## src/logic/lfp_pkg.sv

```systemverilog
/*
  Package for the shared pin control of the low-frequency receive front end.
  Holds output type codes, reset values and timing constants.
  Assumes a 10 MHz core clock.
*/
package lfp_pkg;

  // Output type selection codes.
  typedef enum logic [1:0] {
    LFP_OUT_DEMOD,
    LFP_OUT_CARRIER,
    LFP_OUT_STRENGTH
  } lfp_out_type_t;

  // Core clock rate in hertz.
  localparam int CORE_CLK_HZ = 10000000;

  // Alarm timer, in milliseconds, and its cycle count.
  localparam int ALARM_MS = 32;
  localparam int ALARM_CYC = ALARM_MS * (CORE_CLK_HZ / 1000);

  // Gain settle time in microseconds; a plain default, converted to cycles, at least one.
  localparam int GAIN_SETTLE_US = 1000;
  localparam int GAIN_SETTLE_CYC = (GAIN_SETTLE_US * (CORE_CLK_HZ / 1000000) > 0) ?
                                   GAIN_SETTLE_US * (CORE_CLK_HZ / 1000000) : 1;

  // Least high time that opens the output enable filter, in microseconds.
  localparam int OE_HIGH_US = 500;
  localparam int OE_HIGH_CYC = (OE_HIGH_US * (CORE_CLK_HZ / 1000000) > 0) ?
                               OE_HIGH_US * (CORE_CLK_HZ / 1000000) : 1;

  // Configuration register file shape and reset value of each row.
  localparam int CFG_ROWS = 8;
  localparam int CFG_ROW_W = 9;
  localparam int CFG_IDX_W = 3;
  localparam logic [8:0] CFG_ROW_RST = 9'h100;

  // Width of the long timers.
  localparam int TMR_W = 20;
  localparam logic [19:0] TMR_ZERO = 20'h00000;

endpackage

```

## src/logic/lfp_shared_pin_ctrl.sv

```systemverilog
/*
  Shared digital pin control of a three-channel low-frequency receive front end.
  Chip select picks receive operation or serial programming; one pin is serial
  clock or open-collector alert, another is data, carrier square or serial data.
  Assumes pins are asynchronous to core_clk and are sampled through two flops,
  and that configuration writes and output selects come from core_clk logic.
*/
`timescale 1ns/1ps
module lfp_shared_pin_ctrl
  import lfp_pkg::*;
#(
  parameter int ALARM_CYCLES = ALARM_CYC,
  parameter int SETTLE_CYCLES = GAIN_SETTLE_CYC,
  parameter int OE_HIGH_CYCLES = OE_HIGH_CYC
) (
  input wire logic core_clk, // Core clock, 10 MHz.
  input wire logic rst_n, // Asynchronous reset, active low.
  input wire logic clk_en, // Clock enable; all state but the reset synchroniser holds while low.
  input wire logic chip_sel_n_pin, // Chip select pin, active low.
  input wire logic sclk_alert_i, // Clock/alert pin level.
  output logic sclk_alert_o, // Clock/alert pin drive value.
  output logic sclk_alert_oe, // Clock/alert pin pulls low while high.
  input wire logic data_pin_i, // Data pin level.
  output logic data_pin_o, // Data pin drive value.
  output logic data_pin_oe, // Data pin driven while high.
  input wire logic demod_raw, // Demodulator output from the analog path.
  input wire logic carrier_raw, // Squared input carrier from the analog path.
  input wire lfp_out_type_t out_type_sel, // Output type selection.
  input wire logic oe_filter_en, // Output enable filter enable.
  input wire logic inact_expired, // Inactivity timer expiry pulse.
  input wire logic cfg_wr, // Configuration row write strobe.
  input wire logic [2:0] cfg_wr_idx, // Configuration row index.
  input wire logic [8:0] cfg_wr_data, // Configuration row data with parity.
  input wire logic serial_tx_en, // Device read data is to be driven.
  input wire logic serial_tx_bit, // Next read data bit.
  output logic serial_rx_bit, // Last serial bit taken in.
  output logic serial_rx_valid, // One-cycle pulse per serial bit taken.
  output logic signal_strength_out, // Signal strength current sink enable.
  output logic parity_err, // Some configuration row has bad parity.
  output logic alarm_expired, // Alarm timer has run out.
  output logic recv_mode // Receive mode, chip select high.
);

  logic [1:0] rst_sync_r;
  logic rst_int_n;
  logic cs_s1_r, cs_s2_r, sclk_s1_r, sclk_s2_r, sclk_d_r, din_s1_r, din_s2_r;
  logic dem_s1_r, dem_s2_r, car_s1_r, car_s2_r;
  logic sclk_rise, sclk_fall, spi_mode;
  logic [8:0] cfg_r [CFG_ROWS];
  logic parity_err_r;
  logic [TMR_W-1:0] alarm_cnt_r, settle_cnt_r, oe_cnt_r;
  logic alarm_exp_r, settle_done_r, oe_open_r, inact_flag_r;
  logic tx_bit_r, rx_bit_r, rx_valid_r, demod_data_out, carrier_square_out;

  // Reset is released through two flops.
  always_ff @(posedge core_clk or negedge rst_n) begin
    if (!rst_n) begin
      rst_sync_r <= 2'h0;
    end else begin
      rst_sync_r <= {rst_sync_r[0], 1'b1};
    end
  end
  assign rst_int_n = rst_sync_r[1];

  // Two-flop synchronisers for every pin and analog input.
  always_ff @(posedge core_clk or negedge rst_int_n) begin
    if (!rst_int_n) begin
      {cs_s1_r, cs_s2_r} <= 2'h3;
      {sclk_s1_r, sclk_s2_r, sclk_d_r} <= 3'h0;
      {din_s1_r, din_s2_r} <= 2'h0;
      {dem_s1_r, dem_s2_r, car_s1_r, car_s2_r} <= 4'h0;
    end else if (clk_en) begin
      cs_s1_r <= chip_sel_n_pin;
      cs_s2_r <= cs_s1_r;
      sclk_s1_r <= sclk_alert_i;
      sclk_s2_r <= sclk_s1_r;
      sclk_d_r <= sclk_s2_r;
      din_s1_r <= data_pin_i;
      din_s2_r <= din_s1_r;
      dem_s1_r <= demod_raw;
      dem_s2_r <= dem_s1_r;
      car_s1_r <= carrier_raw;
      car_s2_r <= car_s1_r;
    end
  end

  // Low chip select is programming mode, high is receive mode.
  assign spi_mode = !cs_s2_r;
  assign recv_mode = cs_s2_r;
  // The shared clock pin is only a clock in programming mode.
  assign sclk_rise = spi_mode && sclk_s2_r && !sclk_d_r;
  assign sclk_fall = spi_mode && !sclk_s2_r && sclk_d_r;

  // Configuration rows; each row must keep odd parity over its nine bits.
  always_ff @(posedge core_clk or negedge rst_int_n) begin
    if (!rst_int_n) begin
      for (int i = 0; i < CFG_ROWS; i++) begin
        cfg_r[i] <= CFG_ROW_RST;
      end
      parity_err_r <= 1'b0;
    end else if (clk_en) begin
      if (cfg_wr) begin
        cfg_r[cfg_wr_idx] <= cfg_wr_data;
      end
      parity_err_r <= 1'b0;
      for (int i = 0; i < CFG_ROWS; i++) begin
        if (!(^cfg_r[i])) begin
          parity_err_r <= 1'b1;
        end
      end
    end
  end
  assign parity_err = parity_err_r;

  // Alarm timer runs in receive mode and restarts whenever the controller selects.
  always_ff @(posedge core_clk or negedge rst_int_n) begin
    if (!rst_int_n) begin
      alarm_cnt_r <= TMR_ZERO;
      alarm_exp_r <= 1'b0;
    end else if (clk_en) begin
      if (spi_mode) begin
        alarm_cnt_r <= TMR_ZERO;
        alarm_exp_r <= 1'b0;
      end else if (alarm_cnt_r == TMR_W'(ALARM_CYCLES - 1)) begin
        alarm_exp_r <= 1'b1;
      end else begin
        alarm_cnt_r <= alarm_cnt_r + 1'b1;
      end
    end
  end
  assign alarm_expired = alarm_exp_r;

  // Alert is open collector: value is always low, only the enable moves.
  assign sclk_alert_o = 1'b0;
  assign sclk_alert_oe = recv_mode && (parity_err_r || alarm_exp_r);

  // Gain settle counter starts on each entry to receive mode.
  always_ff @(posedge core_clk or negedge rst_int_n) begin
    if (!rst_int_n) begin
      settle_cnt_r <= TMR_ZERO;
      settle_done_r <= 1'b0;
    end else if (clk_en) begin
      if (spi_mode) begin
        settle_cnt_r <= TMR_ZERO;
        settle_done_r <= 1'b0;
      end else if (settle_cnt_r == TMR_W'(SETTLE_CYCLES - 1)) begin
        settle_done_r <= 1'b1;
      end else begin
        settle_cnt_r <= settle_cnt_r + 1'b1;
      end
    end
  end

  // Output enable filter opens after a long enough high and shuts on inactivity.
  always_ff @(posedge core_clk or negedge rst_int_n) begin
    if (!rst_int_n) begin
      oe_cnt_r <= TMR_ZERO;
      oe_open_r <= 1'b0;
    end else if (clk_en) begin
      if (spi_mode || inact_expired || !oe_filter_en) begin
        oe_cnt_r <= TMR_ZERO;
        oe_open_r <= 1'b0;
      end else if (!dem_s2_r) begin
        oe_cnt_r <= TMR_ZERO;
      end else if (oe_cnt_r == TMR_W'(OE_HIGH_CYCLES - 1)) begin
        oe_open_r <= 1'b1;
      end else begin
        oe_cnt_r <= oe_cnt_r + 1'b1;
      end
    end
  end

  // Inactivity indication latches only with the filter off; a new expiry beats the clear.
  always_ff @(posedge core_clk or negedge rst_int_n) begin
    if (!rst_int_n) begin
      inact_flag_r <= 1'b0;
    end else if (clk_en) begin
      if (inact_expired && !oe_filter_en) begin
        inact_flag_r <= 1'b1;
      end else if (spi_mode || oe_filter_en) begin
        inact_flag_r <= 1'b0;
      end
    end
  end

  // Serial data: bits taken on clock rises, read data changes on clock falls.
  always_ff @(posedge core_clk or negedge rst_int_n) begin
    if (!rst_int_n) begin
      rx_bit_r <= 1'b0;
      rx_valid_r <= 1'b0;
      tx_bit_r <= 1'b0;
    end else if (clk_en) begin
      rx_valid_r <= sclk_rise;
      if (sclk_rise) begin
        rx_bit_r <= din_s2_r;
      end
      if (sclk_fall || !spi_mode) begin
        tx_bit_r <= serial_tx_bit;
      end
    end
  end
  assign serial_rx_bit = rx_bit_r;
  assign serial_rx_valid = rx_valid_r;

  // Receive mode data sources.
  assign demod_data_out = (dem_s2_r && (!oe_filter_en || oe_open_r)) || inact_flag_r;
  assign carrier_square_out = car_s2_r && settle_done_r;

  // Data pin: receive output while chip select is high, serial data otherwise.
  always_comb begin
    data_pin_o = 1'b0;
    data_pin_oe = 1'b0;
    if (recv_mode) begin
      data_pin_oe = 1'b1;
      case (out_type_sel)
        LFP_OUT_DEMOD: data_pin_o = demod_data_out;
        LFP_OUT_CARRIER: data_pin_o = carrier_square_out;
        default: data_pin_o = 1'b0;
      endcase
    end else begin
      data_pin_o = tx_bit_r;
      data_pin_oe = serial_tx_en;
    end
  end

  // Signal strength sink follows its output option.
  assign signal_strength_out = recv_mode && (out_type_sel == LFP_OUT_STRENGTH);

  // Checks.
  alert_src_a: assert property (@(posedge core_clk) disable iff (!rst_int_n)
    sclk_alert_oe |-> (parity_err || alarm_expired) && recv_mode)
    else $error("alert pulled without cause");
  alert_low_a: assert property (@(posedge core_clk) disable iff (!rst_int_n)
    sclk_alert_o == 1'b0) else $error("alert driven high");
  alert_mode_a: assert property (@(posedge core_clk) disable iff (!rst_int_n)
    spi_mode |-> !sclk_alert_oe) else $error("alert driven during programming");
  data_drive_a: assert property (@(posedge core_clk) disable iff (!rst_int_n)
    recv_mode |-> data_pin_oe) else $error("data pin not driven in receive mode");
  cs_release_a: assert property (@(posedge core_clk) disable iff (!rst_int_n)
    (spi_mode && !serial_tx_en) |-> !data_pin_oe) else $error("data pin held in programming");
  carrier_gate_a: assert property (@(posedge core_clk) disable iff (!rst_int_n)
    (recv_mode && !settle_done_r && out_type_sel == LFP_OUT_CARRIER) |-> !data_pin_o)
    else $error("carrier before settle");
  settle_time_a: assert property (@(posedge core_clk) disable iff (!rst_int_n)
    $rose(settle_done_r) |-> settle_cnt_r == TMR_W'(SETTLE_CYCLES - 1))
    else $error("settle time wrong");
  strength_opt_a: assert property (@(posedge core_clk) disable iff (!rst_int_n)
    signal_strength_out |-> recv_mode && out_type_sel == LFP_OUT_STRENGTH)
    else $error("strength sink without option");
  inact_filter_a: assert property (@(posedge core_clk) disable iff (!rst_int_n)
    (oe_filter_en && clk_en) |=> !inact_flag_r) else $error("inactivity shown with filter");
  filter_block_a: assert property (@(posedge core_clk) disable iff (!rst_int_n)
    (oe_filter_en && !oe_open_r && !inact_flag_r) |-> !demod_data_out)
    else $error("filtered data leaked");
  rx_take_a: assert property (@(posedge core_clk) disable iff (!rst_int_n)
    (sclk_rise && clk_en) |=> serial_rx_valid && serial_rx_bit == $past(din_s2_r))
    else $error("serial bit not taken");
  parity_a: assert property (@(posedge core_clk) disable iff (!rst_int_n)
    (clk_en && !(^cfg_r[0])) |=> parity_err) else $error("parity error missed");

  alert_cov_c: cover property (@(posedge core_clk) disable iff (!rst_int_n) $rose(sclk_alert_oe));
  carrier_cov_c: cover property (@(posedge core_clk) disable iff (!rst_int_n)
    settle_done_r && out_type_sel == LFP_OUT_CARRIER && data_pin_o);
  filter_cov_c: cover property (@(posedge core_clk) disable iff (!rst_int_n) $rose(oe_open_r));
  serial_cov_c: cover property (@(posedge core_clk) disable iff (!rst_int_n) serial_rx_valid);

endmodule

```

## config.mk

```make
export PLATFORM = sky130hd
export DESIGN_NAME = lfp_shared_pin_ctrl
export DESIGN_NICKNAME = d
export VERILOG_FILES = /design/src/logic/lfp_pkg.sv /design/src/logic/lfp_shared_pin_ctrl.sv
export SDC_FILE = /design/constraint.sdc
export NUM_CORES = 1
export LEC_CHECK = 0
export BUFFER_PORTS_ARGS = -buffer_cell sky130_fd_sc_hd__buf_2
export CAP_MARGIN = 20
export CELL_PAD_IN_SITES_DETAIL_PLACEMENT = 1
export CELL_PAD_IN_SITES_GLOBAL_PLACEMENT = 2
export CORE_ASPECT_RATIO = 1.4
export CORE_MARGIN = 4
export CORE_UTILIZATION = 35
export CTS_CLUSTER_DIAMETER = 60
export DETAILED_ROUTE_END_ITERATION = 10
export HOLD_SLACK_MARGIN = 0.05
export PLACE_DENSITY = 0.69
export SYNTH_ARGS = -nofsm -noshare
export SYNTH_HDL_FRONTEND = slang
export SYNTH_SLANG_ARGS = --single-unit
```

## constraint.sdc

```tcl
create_clock -name core_clk -period 5.16 [get_ports core_clk]
set_clock_uncertainty 0.15 [all_clocks]
set_input_delay 0.258 -clock core_clk [delete_from_list [all_inputs] [get_ports core_clk]]
set_output_delay 0.258 -clock core_clk [all_outputs]
set_load 0.01 [all_outputs]
```

### Yosys cells after proc, flatten, opt, wreduce, memory -nomap -nowiden

Cells that the tools add are included.

* bits in registers: 153
* bits of input ports: 27
* output and inout bits: 10
* word-level logic and storage cells: 120

* add/sub/neg operators: 3
* magnitude comparators: 2
* equality and inequality tests: 10
* mux-type cells: 30
* bitwise gates (word level): 1
* reductions and logical operators: 43

Operators by type and width (count)
* 20-bit 2-to-1 mux: 7
* 72-bit bitwise mux: 1
* 9-bit parity: 8
* 20-bit by 1-bit adder with 20-bit output, second input constant: 3
* 9-bit demux with 3-bit select: 1
* 20-bit by 13-bit == test with 1-bit output, second input constant: 1
* 20-bit by 14-bit == test with 1-bit output, second input constant: 1
* 20-bit by 19-bit == test with 1-bit output, second input constant: 1
* 1-bit 2-to-1 mux: 19
* 2-bit AND reduction: 9
* 1-bit logical AND: 10
* 9-bit 2-to-1 mux: 1
* 1-bit logical OR: 7
* 2-bit nonzero test: 3
* 4-bit >= comparator, second input constant: 1
* 1-bit logical NOT: 4
* 4-bit by 1-bit < comparator with 1-bit output, second input constant: 1
* 2-bit by 1-bit != test with 1-bit output, second input constant: 2
* 2-bit != test, second input constant: 2
* 3-bit NOT with 4-bit output: 1
* 3-bit != test, second input constant: 1
* 3-bit AND reduction: 1
* 2-bit by 1-bit == test with 1-bit output, second input constant: 1
* 2-bit == test, second input constant: 1
* 2 further kinds: 2

### Longest topological paths before layout

Gate-level depths: netlist of the first run.

* word-level depth: 9
* depth in mapped cells: 7
* gate-level depth less buffers: 6

### Worst setup path before layout of the first run

No wires, ideal clock.

* kind: flip-flop to flip-flop
* start point: register alarm_cnt_r[3]
* end point: register alarm_cnt_r[7]
* setup time: 0.069 ns
* arrival: 1.602 ns
* data required time: 4.941 ns
* slack: 3.338 ns
* stages on the path, launching flop included: 8
* buffers on the path: 2
* clock period less this slack: 1.822 ns
* path through: dfrtp_1 -> and4_4 -> buf_6 -> nand4_4 -> nor2_2 -> buf_6 -> or4_1 -> nand3_1

* word-level cells in the longest chain between the ends: 3
* elaborated cells between the ends (all ways): 6
* those cells by class: add/sub: 1; eq/ne: 2; mux: 2; reduce/logical: 1

Ends and longest elaborated chain
* start, declared: line lfp_shared_pin_ctrl.sv:51 `logic [TMR_W-1:0] alarm_cnt_r, settle_cnt_r, oe_cnt_r;`
* start signal, assigned: line lfp_shared_pin_ctrl.sv:127 `alarm_cnt_r <= alarm_cnt_r + 1'b1;`
* 20-bit by 1-bit adder with 20-bit output or 20-bit by 19-bit == test with 1-bit output (tied branches): line lfp_shared_pin_ctrl.sv:127, lfp_shared_pin_ctrl.sv:124
* 20-bit 2-to-1 mux or 2-bit != test (tied branches)
* 20-bit 2-to-1 mux or 2-bit AND reduction (tied branches)

Parallel ways exist; a longest one is shown, timed or not. The select of a mux whose other input is x is not followed.
A chain may end at the register's enable or synchronous reset.

### Final worst setup path of the first run

* start point: register settle_cnt_r[15]
* end point: register settle_cnt_r[1]

* word-level cells in the longest chain between the ends: 3

Ends and longest elaborated chain
* start, declared: line lfp_shared_pin_ctrl.sv:51
* start signal, assigned: line lfp_shared_pin_ctrl.sv:149 `settle_cnt_r <= settle_cnt_r + 1'b1;`
* 20-bit by 14-bit == test with 1-bit output: line lfp_shared_pin_ctrl.sv:146 `end else if (settle_cnt_r == TMR_W'(SETTLE_CYCLES - 1)) begin`
* 2-bit != test (no source line)
* 2-bit AND reduction (no source line)

Every way passes these cells.

==> summary.txt, run 1 <==
Status - completed
Worst setup path end - settle_cnt_r[1]$_DFFE_PN0P_
Detailed-route vias per instance - 5.31
Post-route non-filler standard cell count - 950
H-tree levels - 4
Setup repair after global routing missed its margin - no
Buf+Inv Stages, Crit Path - 0
Sequential share of the synthesized area - 51.5%
Root Buffer Master - sky130_fd_sc_hd__clkbuf_16
GRT Util Overall - 14.7%
Latest clock arrival within the worst-skew pair - 430 ps
Antenna viol nets, final - 0
Via total after detailed routing - 5049
Area share of xor/xnor cells in the synthesized design - 11.7%
Synthesis warning total - 0
Core Rows - 62
Number of placed I/O pins - 37
Post-layout minimum cycle time - 2510 ps
Ratio of cells with drive above 1 in the final layout - 26.4%
Highest attainable clock frequency - 0.399 GHz
TritonCTS clock tree - done
Routability-driven placement congestion ratio - 0.759
Stages on worst setup path - 5
Final net count - 711
Reg2reg start - settle_cnt_r[15]$_DFFE_PN0P_
Fraction of synthesized area in multiplexers - 13.4%
Async S/R FF share, synth - 100%
Total die area - 23800 µm²
Final HPWL DP - 11200 µm
DRC violations left - 0
Most instantiated flip-flop cell in the synthesis netlist - sky130_fd_sc_hd__dfrtp_1
Worst r2r dst - settle_cnt_r[1]$_DFFE_PN0P_
Synthesized-area fraction occupied by adder cells - 0.503%
ANT cells - 0
Final global-route overflow total - 0
Category of the worst setup path launch point - flop
CP Cell Sequence - nor4b_1 -> nand4_1 -> o21ai_1 -> mux2i_1 -> o2bb2ai_1
Worst min-delay path class - primary input to flop
Main area contributors after synthesis - sky130_fd_sc_hd__dfrtp_1 48%, sky130_fd_sc_hd__mux2_2 13%, sky130_fd_sc_hd__xnor2_1 6.5%
Pwr Density - 410 nW/µm²
Wire length of the first global-routing pass - 28400 µm
Slack of the critical path - 2650 ps
Post_cts resized - 0
CP Data Arrival Time - 2660 ps
WL per Instance - 17.8 µm
Combinational family with the most area after synthesis - simple AND/OR/NAND/NOR gates
Kind of critical path - flop to flop
Total Routed Length - 16900 µm
Number of hold violations in the final report - 0
Die Span Y - 181 µm
Slowest stage cell on the critical path - sky130_fd_sc_hd__o21ai_1
Area share of the largest cell type after synthesis - 47.9%
Internal reg-to-reg setup slack - 2650 ps
Longest Clk Path Bufs - 2
Mapped Area - 7460 µm²
Setup repair bufs after CTS - 0
Worst relative slew slack - 31.0%
Worst-path maximum fanout - 14
Minimum setup slack after placement - 2200 ps
Leak pwr - 3.64 nW
Placeable core region - 20700 µm²
Clock transition at path regs - 70 ps
Maximum resistive drop on vdd - 263 µV
Gate Count Post-Synth - 632
Delay of the slowest cell on the worst path - 850 ps
Cell variety after synth - 60
Initial antenna violation count - 0
Share of synthesized cell area in and, or, nand and nor gates - 14.5%
Final worst-path cycle share - 48.6%
Post-Synthesis Mean Instance Area - 11.8 µm²
Complex-gate fraction of the synthesized area - 6.02%
Max-slew violation count - 0
Count of cells along the worst register-to-register path - 5
Top cell type by total area after synthesis - sky130_fd_sc_hd__dfrtp_1
Number of flops mapped to enable cells by yosys - 0
Post-synthesis net count - 662
Required arrival time at the worst endpoint - 5310 ps
DIE WIDTH - 131 µm
Iteration count of the initial detailed-routing pass - 4
Launch point of the worst path - settle_cnt_r[15]$_DFFE_PN0P_
Setup violations, final - 0
Cell family with the largest share of critical-path delay - compound AO/OA/AOI/OAI gates
CP Capture Type - flop
Largest net degree at the start of global routing - 62
Layout-stage area growth over the synthesis result - 15.2%
Clock tree sinks - 153
IO buf count - 35
Number of DRC markers in iteration 0 - 165
Num CTS Buffers - 17
Maxcap violations - 0
Inst Count DP - 905
Initial cell density of the core - 36.0%
Number of flip-flops and latches in the synthesized netlist - 153
Total negative slack - 0 ps
Vias in the first global route - 5503
Worst Tran Pin Value - 1030 ps
[metal layers]
layer | global-route usage [%] | share of wire, % | wire, µm
met1 | 17.8 | 44 | 7500
met2 | 26.3 | 52 | 8810
met3 | 2.70 | 2.0 | 343
met4 | 4.96 | 1.6 | 267
met5 | 0 | 0 | 0
[cells by family after synthesis]
family,after synthesis
adder cells (fa/ha/maj),3
other,2
flip-flops,153
AND/OR/NAND/NOR,189
XOR/XNOR,87
AO/OA/AOI/OAI,70
multiplexers,89
buffers and inverters,39
[stage by stage]
stage	cell area [µm²]	util [%]	hold slack, ps	power, mW
after global routing	8600	41.5	84.4	3.73
after floorplan	7460	-	-188	2.13
after global placement	7880	38.0	-108	2.28
final	8600	41.5	97.3	3.52
after CTS	8590	41.5	81.8	3.59
after detailed placement	7880	38.0	-106	2.32
[sequential cells by signal (all words and copies together), names as in the netlist, 2 cells and up]
name,count
alarm_cnt_r,20
cfg_r,72
oe_cnt_r,20
rst_sync_r,2
settle_cnt_r,20
[cells in the mapped netlist (3+ instances only)]
master and number:
sky130_fd_sc_hd__nand2_1 22, sky130_fd_sc_hd__nor3_1 18, sky130_fd_sc_hd__o21ai_0 19, sky130_fd_sc_hd__dfrtp_1 143, sky130_fd_sc_hd__and4_1 6, sky130_fd_sc_hd__or4_1 6, sky130_fd_sc_hd__and3_1 4, sky130_fd_sc_hd__xnor2_1 55
sky130_fd_sc_hd__nand3_1 18, sky130_fd_sc_hd__or3_1 15, sky130_fd_sc_hd__ha_1 3, sky130_fd_sc_hd__o2bb2ai_1 5, sky130_fd_sc_hd__a21oi_1 20, sky130_fd_sc_hd__nor4b_1 4, sky130_fd_sc_hd__o31ai_1 4, sky130_fd_sc_hd__xnor3_1 8
sky130_fd_sc_hd__inv_1 16, sky130_fd_sc_hd__nor2_1 46, sky130_fd_sc_hd__nor3b_1 3, sky130_fd_sc_hd__dfstp_2 10, sky130_fd_sc_hd__o211a_1 3, sky130_fd_sc_hd__nor4_1 11, sky130_fd_sc_hd__xor2_1 24, sky130_fd_sc_hd__o211ai_1 4
sky130_fd_sc_hd__buf_2 6, sky130_fd_sc_hd__and2_1 6, sky130_fd_sc_hd__clkbuf_1 8, sky130_fd_sc_hd__nand4_1 14, sky130_fd_sc_hd__mux2_2 86, sky130_fd_sc_hd__mux2i_1 3
[layout by cell type (no fill, tap or decap), types with 6 or more instances in the layout]
cell,instances
sky130_fd_sc_hd__clkbuf_16,17
sky130_fd_sc_hd__xnor3_1,8
sky130_fd_sc_hd__o21ai_0,19
sky130_fd_sc_hd__nand3_1,18
sky130_fd_sc_hd__inv_1,16
sky130_fd_sc_hd__and4_1,6
sky130_fd_sc_hd__nor3_1,18
sky130_fd_sc_hd__mux2_2,86
sky130_fd_sc_hd__nand2_1,22
sky130_fd_sc_hd__buf_2,37
sky130_fd_sc_hd__dlygate4sd3_1,11
sky130_fd_sc_hd__xor2_1,24
sky130_fd_sc_hd__nand4_1,14
sky130_fd_sc_hd__nor4_1,11
sky130_fd_sc_hd__xnor2_1,55
sky130_fd_sc_hd__nor2_1,45
sky130_fd_sc_hd__and2_1,6
sky130_fd_sc_hd__or3_1,15
sky130_fd_sc_hd__a21oi_1,20
sky130_fd_sc_hd__or4_1,6
sky130_fd_sc_hd__dfstp_2,10
sky130_fd_sc_hd__inv_8,6
sky130_fd_sc_hd__dfrtp_1,142
[area by class of cell]
| type | count | area [µm²] |
|---|---|---|
| Tap cell | 256 | 320 |
| Clock buffer | 17 | 425 |
| Fill cell | 2222 | 12100 |
| Multi-Input combinational cell | 440 | 3450 |
| Sequential cell | 153 | 3840 |
| Inverter | 17 | 63.8 |
| Clock inverter | 15 | 175 |
| Timing Repair Buffer | 52 | 325 |
[worst min path at each step]
stage | start | end | slack [ps] | cells after the start
finish | cfg_wr_data[3] | cfg_r[39]$_DFFE_PN0P_ | 100 | 2
global route | cfg_wr_data[3] | cfg_r[39]$_DFFE_PN0P_ | 80 | 2
global placement | rst_n | rst_sync_r[0]$_DFF_PN0_ | -110 | 1
detailed placement | rst_n | rst_sync_r[0]$_DFF_PN0_ | -110 | 1
floorplan | rst_n | rst_sync_r[0]$_DFF_PN0_ | -190 | 0
CTS | cfg_wr_data[3] | cfg_r[39]$_DFFE_PN0P_ | 80 | 2
[where the power goes]
part	switching (mW)	internal, mW	total, mW
combinational	0.307	0.468	0.775
sequential	0.128	1.38	1.50
clock	0.589	0.656	1.25
[timing repair]
item                                    4_1_cts  5_1_grt
endpoints found under the hold margin        10        0
endpoints found under the setup margin        0        0
hold buffers                                 11        0
(Power assumes the default switching activity.)
==> run 2, diff against run 1 <==
ABC_AREA = 1   (was not set)
PLACE_DENSITY = 0.78   (was 0.69)
clock period = 2.5 ns   (was 5.16 ns; I/O delays follow)
==> summary.txt, run 2 <==
Status - completed
Longest Clk Path Bufs - 2
GRT Util Overall - 18.1%
Root Buffer Master - sky130_fd_sc_hd__clkbuf_16
Worst relative slew slack - 60.3%
Total Routed Length - 22800 µm
Setup repair bufs after CTS - 0
Tot Pwr - 7.03 mW
Detailed-route vias per instance - 4.88
Number of flip-flops and latches in the synthesized netlist - 153
Worst min-delay path class - primary input to flop
Category of the worst setup path launch point - flop
Max-slew violation count - 0
Largest net degree at the start of global routing - 78
Share of synthesized cell area in and, or, nand and nor gates - 30.2%
Synthesized-area fraction occupied by adder cells - 0.446%
Top cell type by total area after synthesis - sky130_fd_sc_hd__dfrtp_1
Maximum resistive drop on vdd - 487 µV
Via total after detailed routing - 7299
Fill cell instance count of the final layout - 2956
Most frequently used cell type in the post-synthesis netlist - sky130_fd_sc_hd__nand2_1
Required arrival time at the worst endpoint - 2230 ps
Number of flops mapped to enable cells by yosys - 0
Final global-route overflow total - 0
Worst-path maximum fanout - 23
CP Data Arrival Time - 2000 ps
Total negative slack - 0 ps
Clock tree sinks - 153
WL per Instance - 15.3 µm
Post-Synthesis Mean Instance Area - 7.53 µm²
Routability-driven placement congestion ratio - 0.814
Async S/R FF share, synth - 100%
H-tree levels - 4
Vias in the first global route - 7690
Leak pwr - 4.65 nW
Number of placed I/O pins - 37
Register with the most flip-flops - cfg_r
Area share of xor/xnor cells in the synthesized design - 7.40%
Antenna viol nets, final - 0
Setup repair after global routing missed its margin - no
Final net count - 1207
Number of hold violations in the final report - 0
Final HPWL DP - 16300 µm
Fraction of synthesized area in multiplexers - 0%
Sequential share of the synthesized area - 45.7%
Final worst-path cycle share - 90.8%
Complex-gate fraction of the synthesized area - 8.75%
Kind of critical path - flop to output port
Layout-stage area growth over the synthesis result - 15.7%
Top post-synthesis cells by count - 356 x sky130_fd_sc_hd__nand2_1, 143 x sky130_fd_sc_hd__dfrtp_1, 120 x sky130_fd_sc_hd__inv_1
Post_cts resized - 0
Highest attainable clock frequency - 0.440 GHz
Worst Tran Pin Value - 591 ps
Gate Count Post-Synth - 1117
Post-synthesis net count - 1147
Max FFs per register - 72
Setup violations, final - 0
Wire length of the first global-routing pass - 38900 µm
Main area contributors after synthesis - sky130_fd_sc_hd__dfrtp_1 43%, sky130_fd_sc_hd__nand2_1 16%, sky130_fd_sc_hd__o21ai_0 6.8%
Initial antenna violation count - 0
Die Span Y - 191 µm
Clock transition at path regs - 60 ps
Most instantiated flip-flop cell in the synthesis netlist - sky130_fd_sc_hd__dfrtp_1
CP Capture Type - output port
Maxcap violations - 0
Ratio of cells with drive above 1 in the final layout - 9.50%
Iteration count of the initial detailed-routing pass - 4
TritonCTS clock tree - done
Cell variety after synth - 41
Launch point of the worst path - recv_mode$_DFFE_PN1P_
Final core area utilization - 41.5%
Mapped Area - 8410 µm²
Num CTS Buffers - 17
Most common cell after layout, fill and taps aside - sky130_fd_sc_hd__nand2_1
Reg2reg start - alarm_cnt_r[0]$_DFFE_PN0P_
Post-layout minimum cycle time - 2270 ps
Initial cell density of the core - 35.9%
Placeable core region - 23500 µm²
IO buf count - 35
DIE WIDTH - 139 µm
Latest clock arrival within the worst-skew pair - 430 ps
Core Rows - 66
Startpoint of the lowest-slack hold path - cfg_wr_data[7]
Number of DRC markers in iteration 0 - 265
DRC violations left - 0
ANT cells - 0
Total area of sequential cells - 3840 µm²
Area used by multi-input combinational logic - 3940 µm²
Synthesis warning total - 0
Pwr Density - 722 nW/µm²
Area share of the largest cell type after synthesis - 42.6%
Combinational family with the most area after synthesis - simple AND/OR/NAND/NOR gates
Total die area - 26600 µm²
Commonest cells after routing, fill and taps aside - 356 x sky130_fd_sc_hd__nand2_1, 142 x sky130_fd_sc_hd__dfrtp_1, 120 x sky130_fd_sc_hd__inv_1
## run 2: changes by cell type after synthesis, moves of 15 or more
cell / change
sky130_fd_sc_hd__inv_1: +104
sky130_fd_sc_hd__mux2_2: -86
sky130_fd_sc_hd__nand2_1: +334
sky130_fd_sc_hd__nand3_1: +67
sky130_fd_sc_hd__nor2_1: +36
sky130_fd_sc_hd__o21ai_0: +95
sky130_fd_sc_hd__or3_1: -15
sky130_fd_sc_hd__xnor2_1: -31
sky130_fd_sc_hd__xor2_1: +23
## run 2: routing by layer
layer | wire length (µm) | part of all wire, % | vias to the layer above | GRT usage [%]
met2 | 12000 | 53 | 74 | 33.6
met4 | 454 | 2.0 | 0 | 6.21
met5 | 0 | 0 | - | 0
met1 | 9830 | 43 | 3520 | 21.0
li1 | - | - | 3676 | -
met3 | 540 | 2.4 | 29 | 3.25
## run 2: cells by family (layout without fill, tap and decap cells)
logic type / count (synthesis) / in the layout
AOI/OAI and AO/OA: 139 / 139
xor gates and xnor gates: 71 / 71
adders and majority gates: 3 / 3
buffers and inverters: 153 / 226
DFF: 153 / 153
other: 2 / 2
and+or+nand+nor: 596 / 596
## run 2: where the power goes
group	internal (mW)	switching, mW
sequential	2.78	0.252
combinational	0.557	0.814
clock	1.54	1.08
## run 2: per-stage QoR
stage | cells | hold slack (ps) | cell area (µm²) | setup slack, ps
after detailed placement | 1443 | -236 | 8930 | 288
after CTS | 1496 | 50.3 | 9730 | 215
after global placement | 1443 | -238 | 8930 | 381
after global routing | 1496 | 69.2 | 9730 | 8.33
after floorplan | 1117 | -321 | 8410 | 644
final | 1496 | 54.2 | 9730 | 229
## run 2: cell type report
| cell class | count | share of cell area [%] |
|---|---|---|
| clock buffers | 20 | 4.80 |
| multi-input cells | 811 | 40.5 |
| clock inverters | 12 | 1.27 |
| repair buffers | 68 | 5.14 |
| flip-flops and latches | 153 | 39.5 |
| well taps | 306 | 3.93 |
| inverters | 126 | 4.86 |
## run 2: repair_timing
action | 4_1_cts | 5_1_grt
setup endpoints to repair | 0 | 0
hold endpoints to repair | 50 | 0
hold buffers | 21 | 0
## run 2: worst max-delay path, stage by stage (launching register included)
cell and delay [ps]:
sky130_fd_sc_hd__dfstp_2 580, sky130_fd_sc_hd__clkinv_1 170, sky130_fd_sc_hd__buf_4 280, sky130_fd_sc_hd__a221oi_1 340
sky130_fd_sc_hd__buf_2 200
## run 2: path summary, 6_finish.rpt
| kind | depth (start not counted) | slack, ps | endpoint |
|---|---|---|---|
| min in group asynchronous | 0 | 90 | cfg_r[11]$_DFFE_PN0P_ |
| hold reg to reg | 0 | 90 | cfg_r[11]$_DFFE_PN0P_ |
| max in group asynchronous | 1 | 1350 | cfg_r[71]$_DFFE_PN1P_ |
| setup reg to reg | 10 | 260 | alarm_cnt_r[6]$_DFFE_PN0P_ |
| hold / removal | 3 | 50 | cfg_r[61]$_DFFE_PN0P_ |
| setup / recovery | 4 | 230 | data_pin_o |
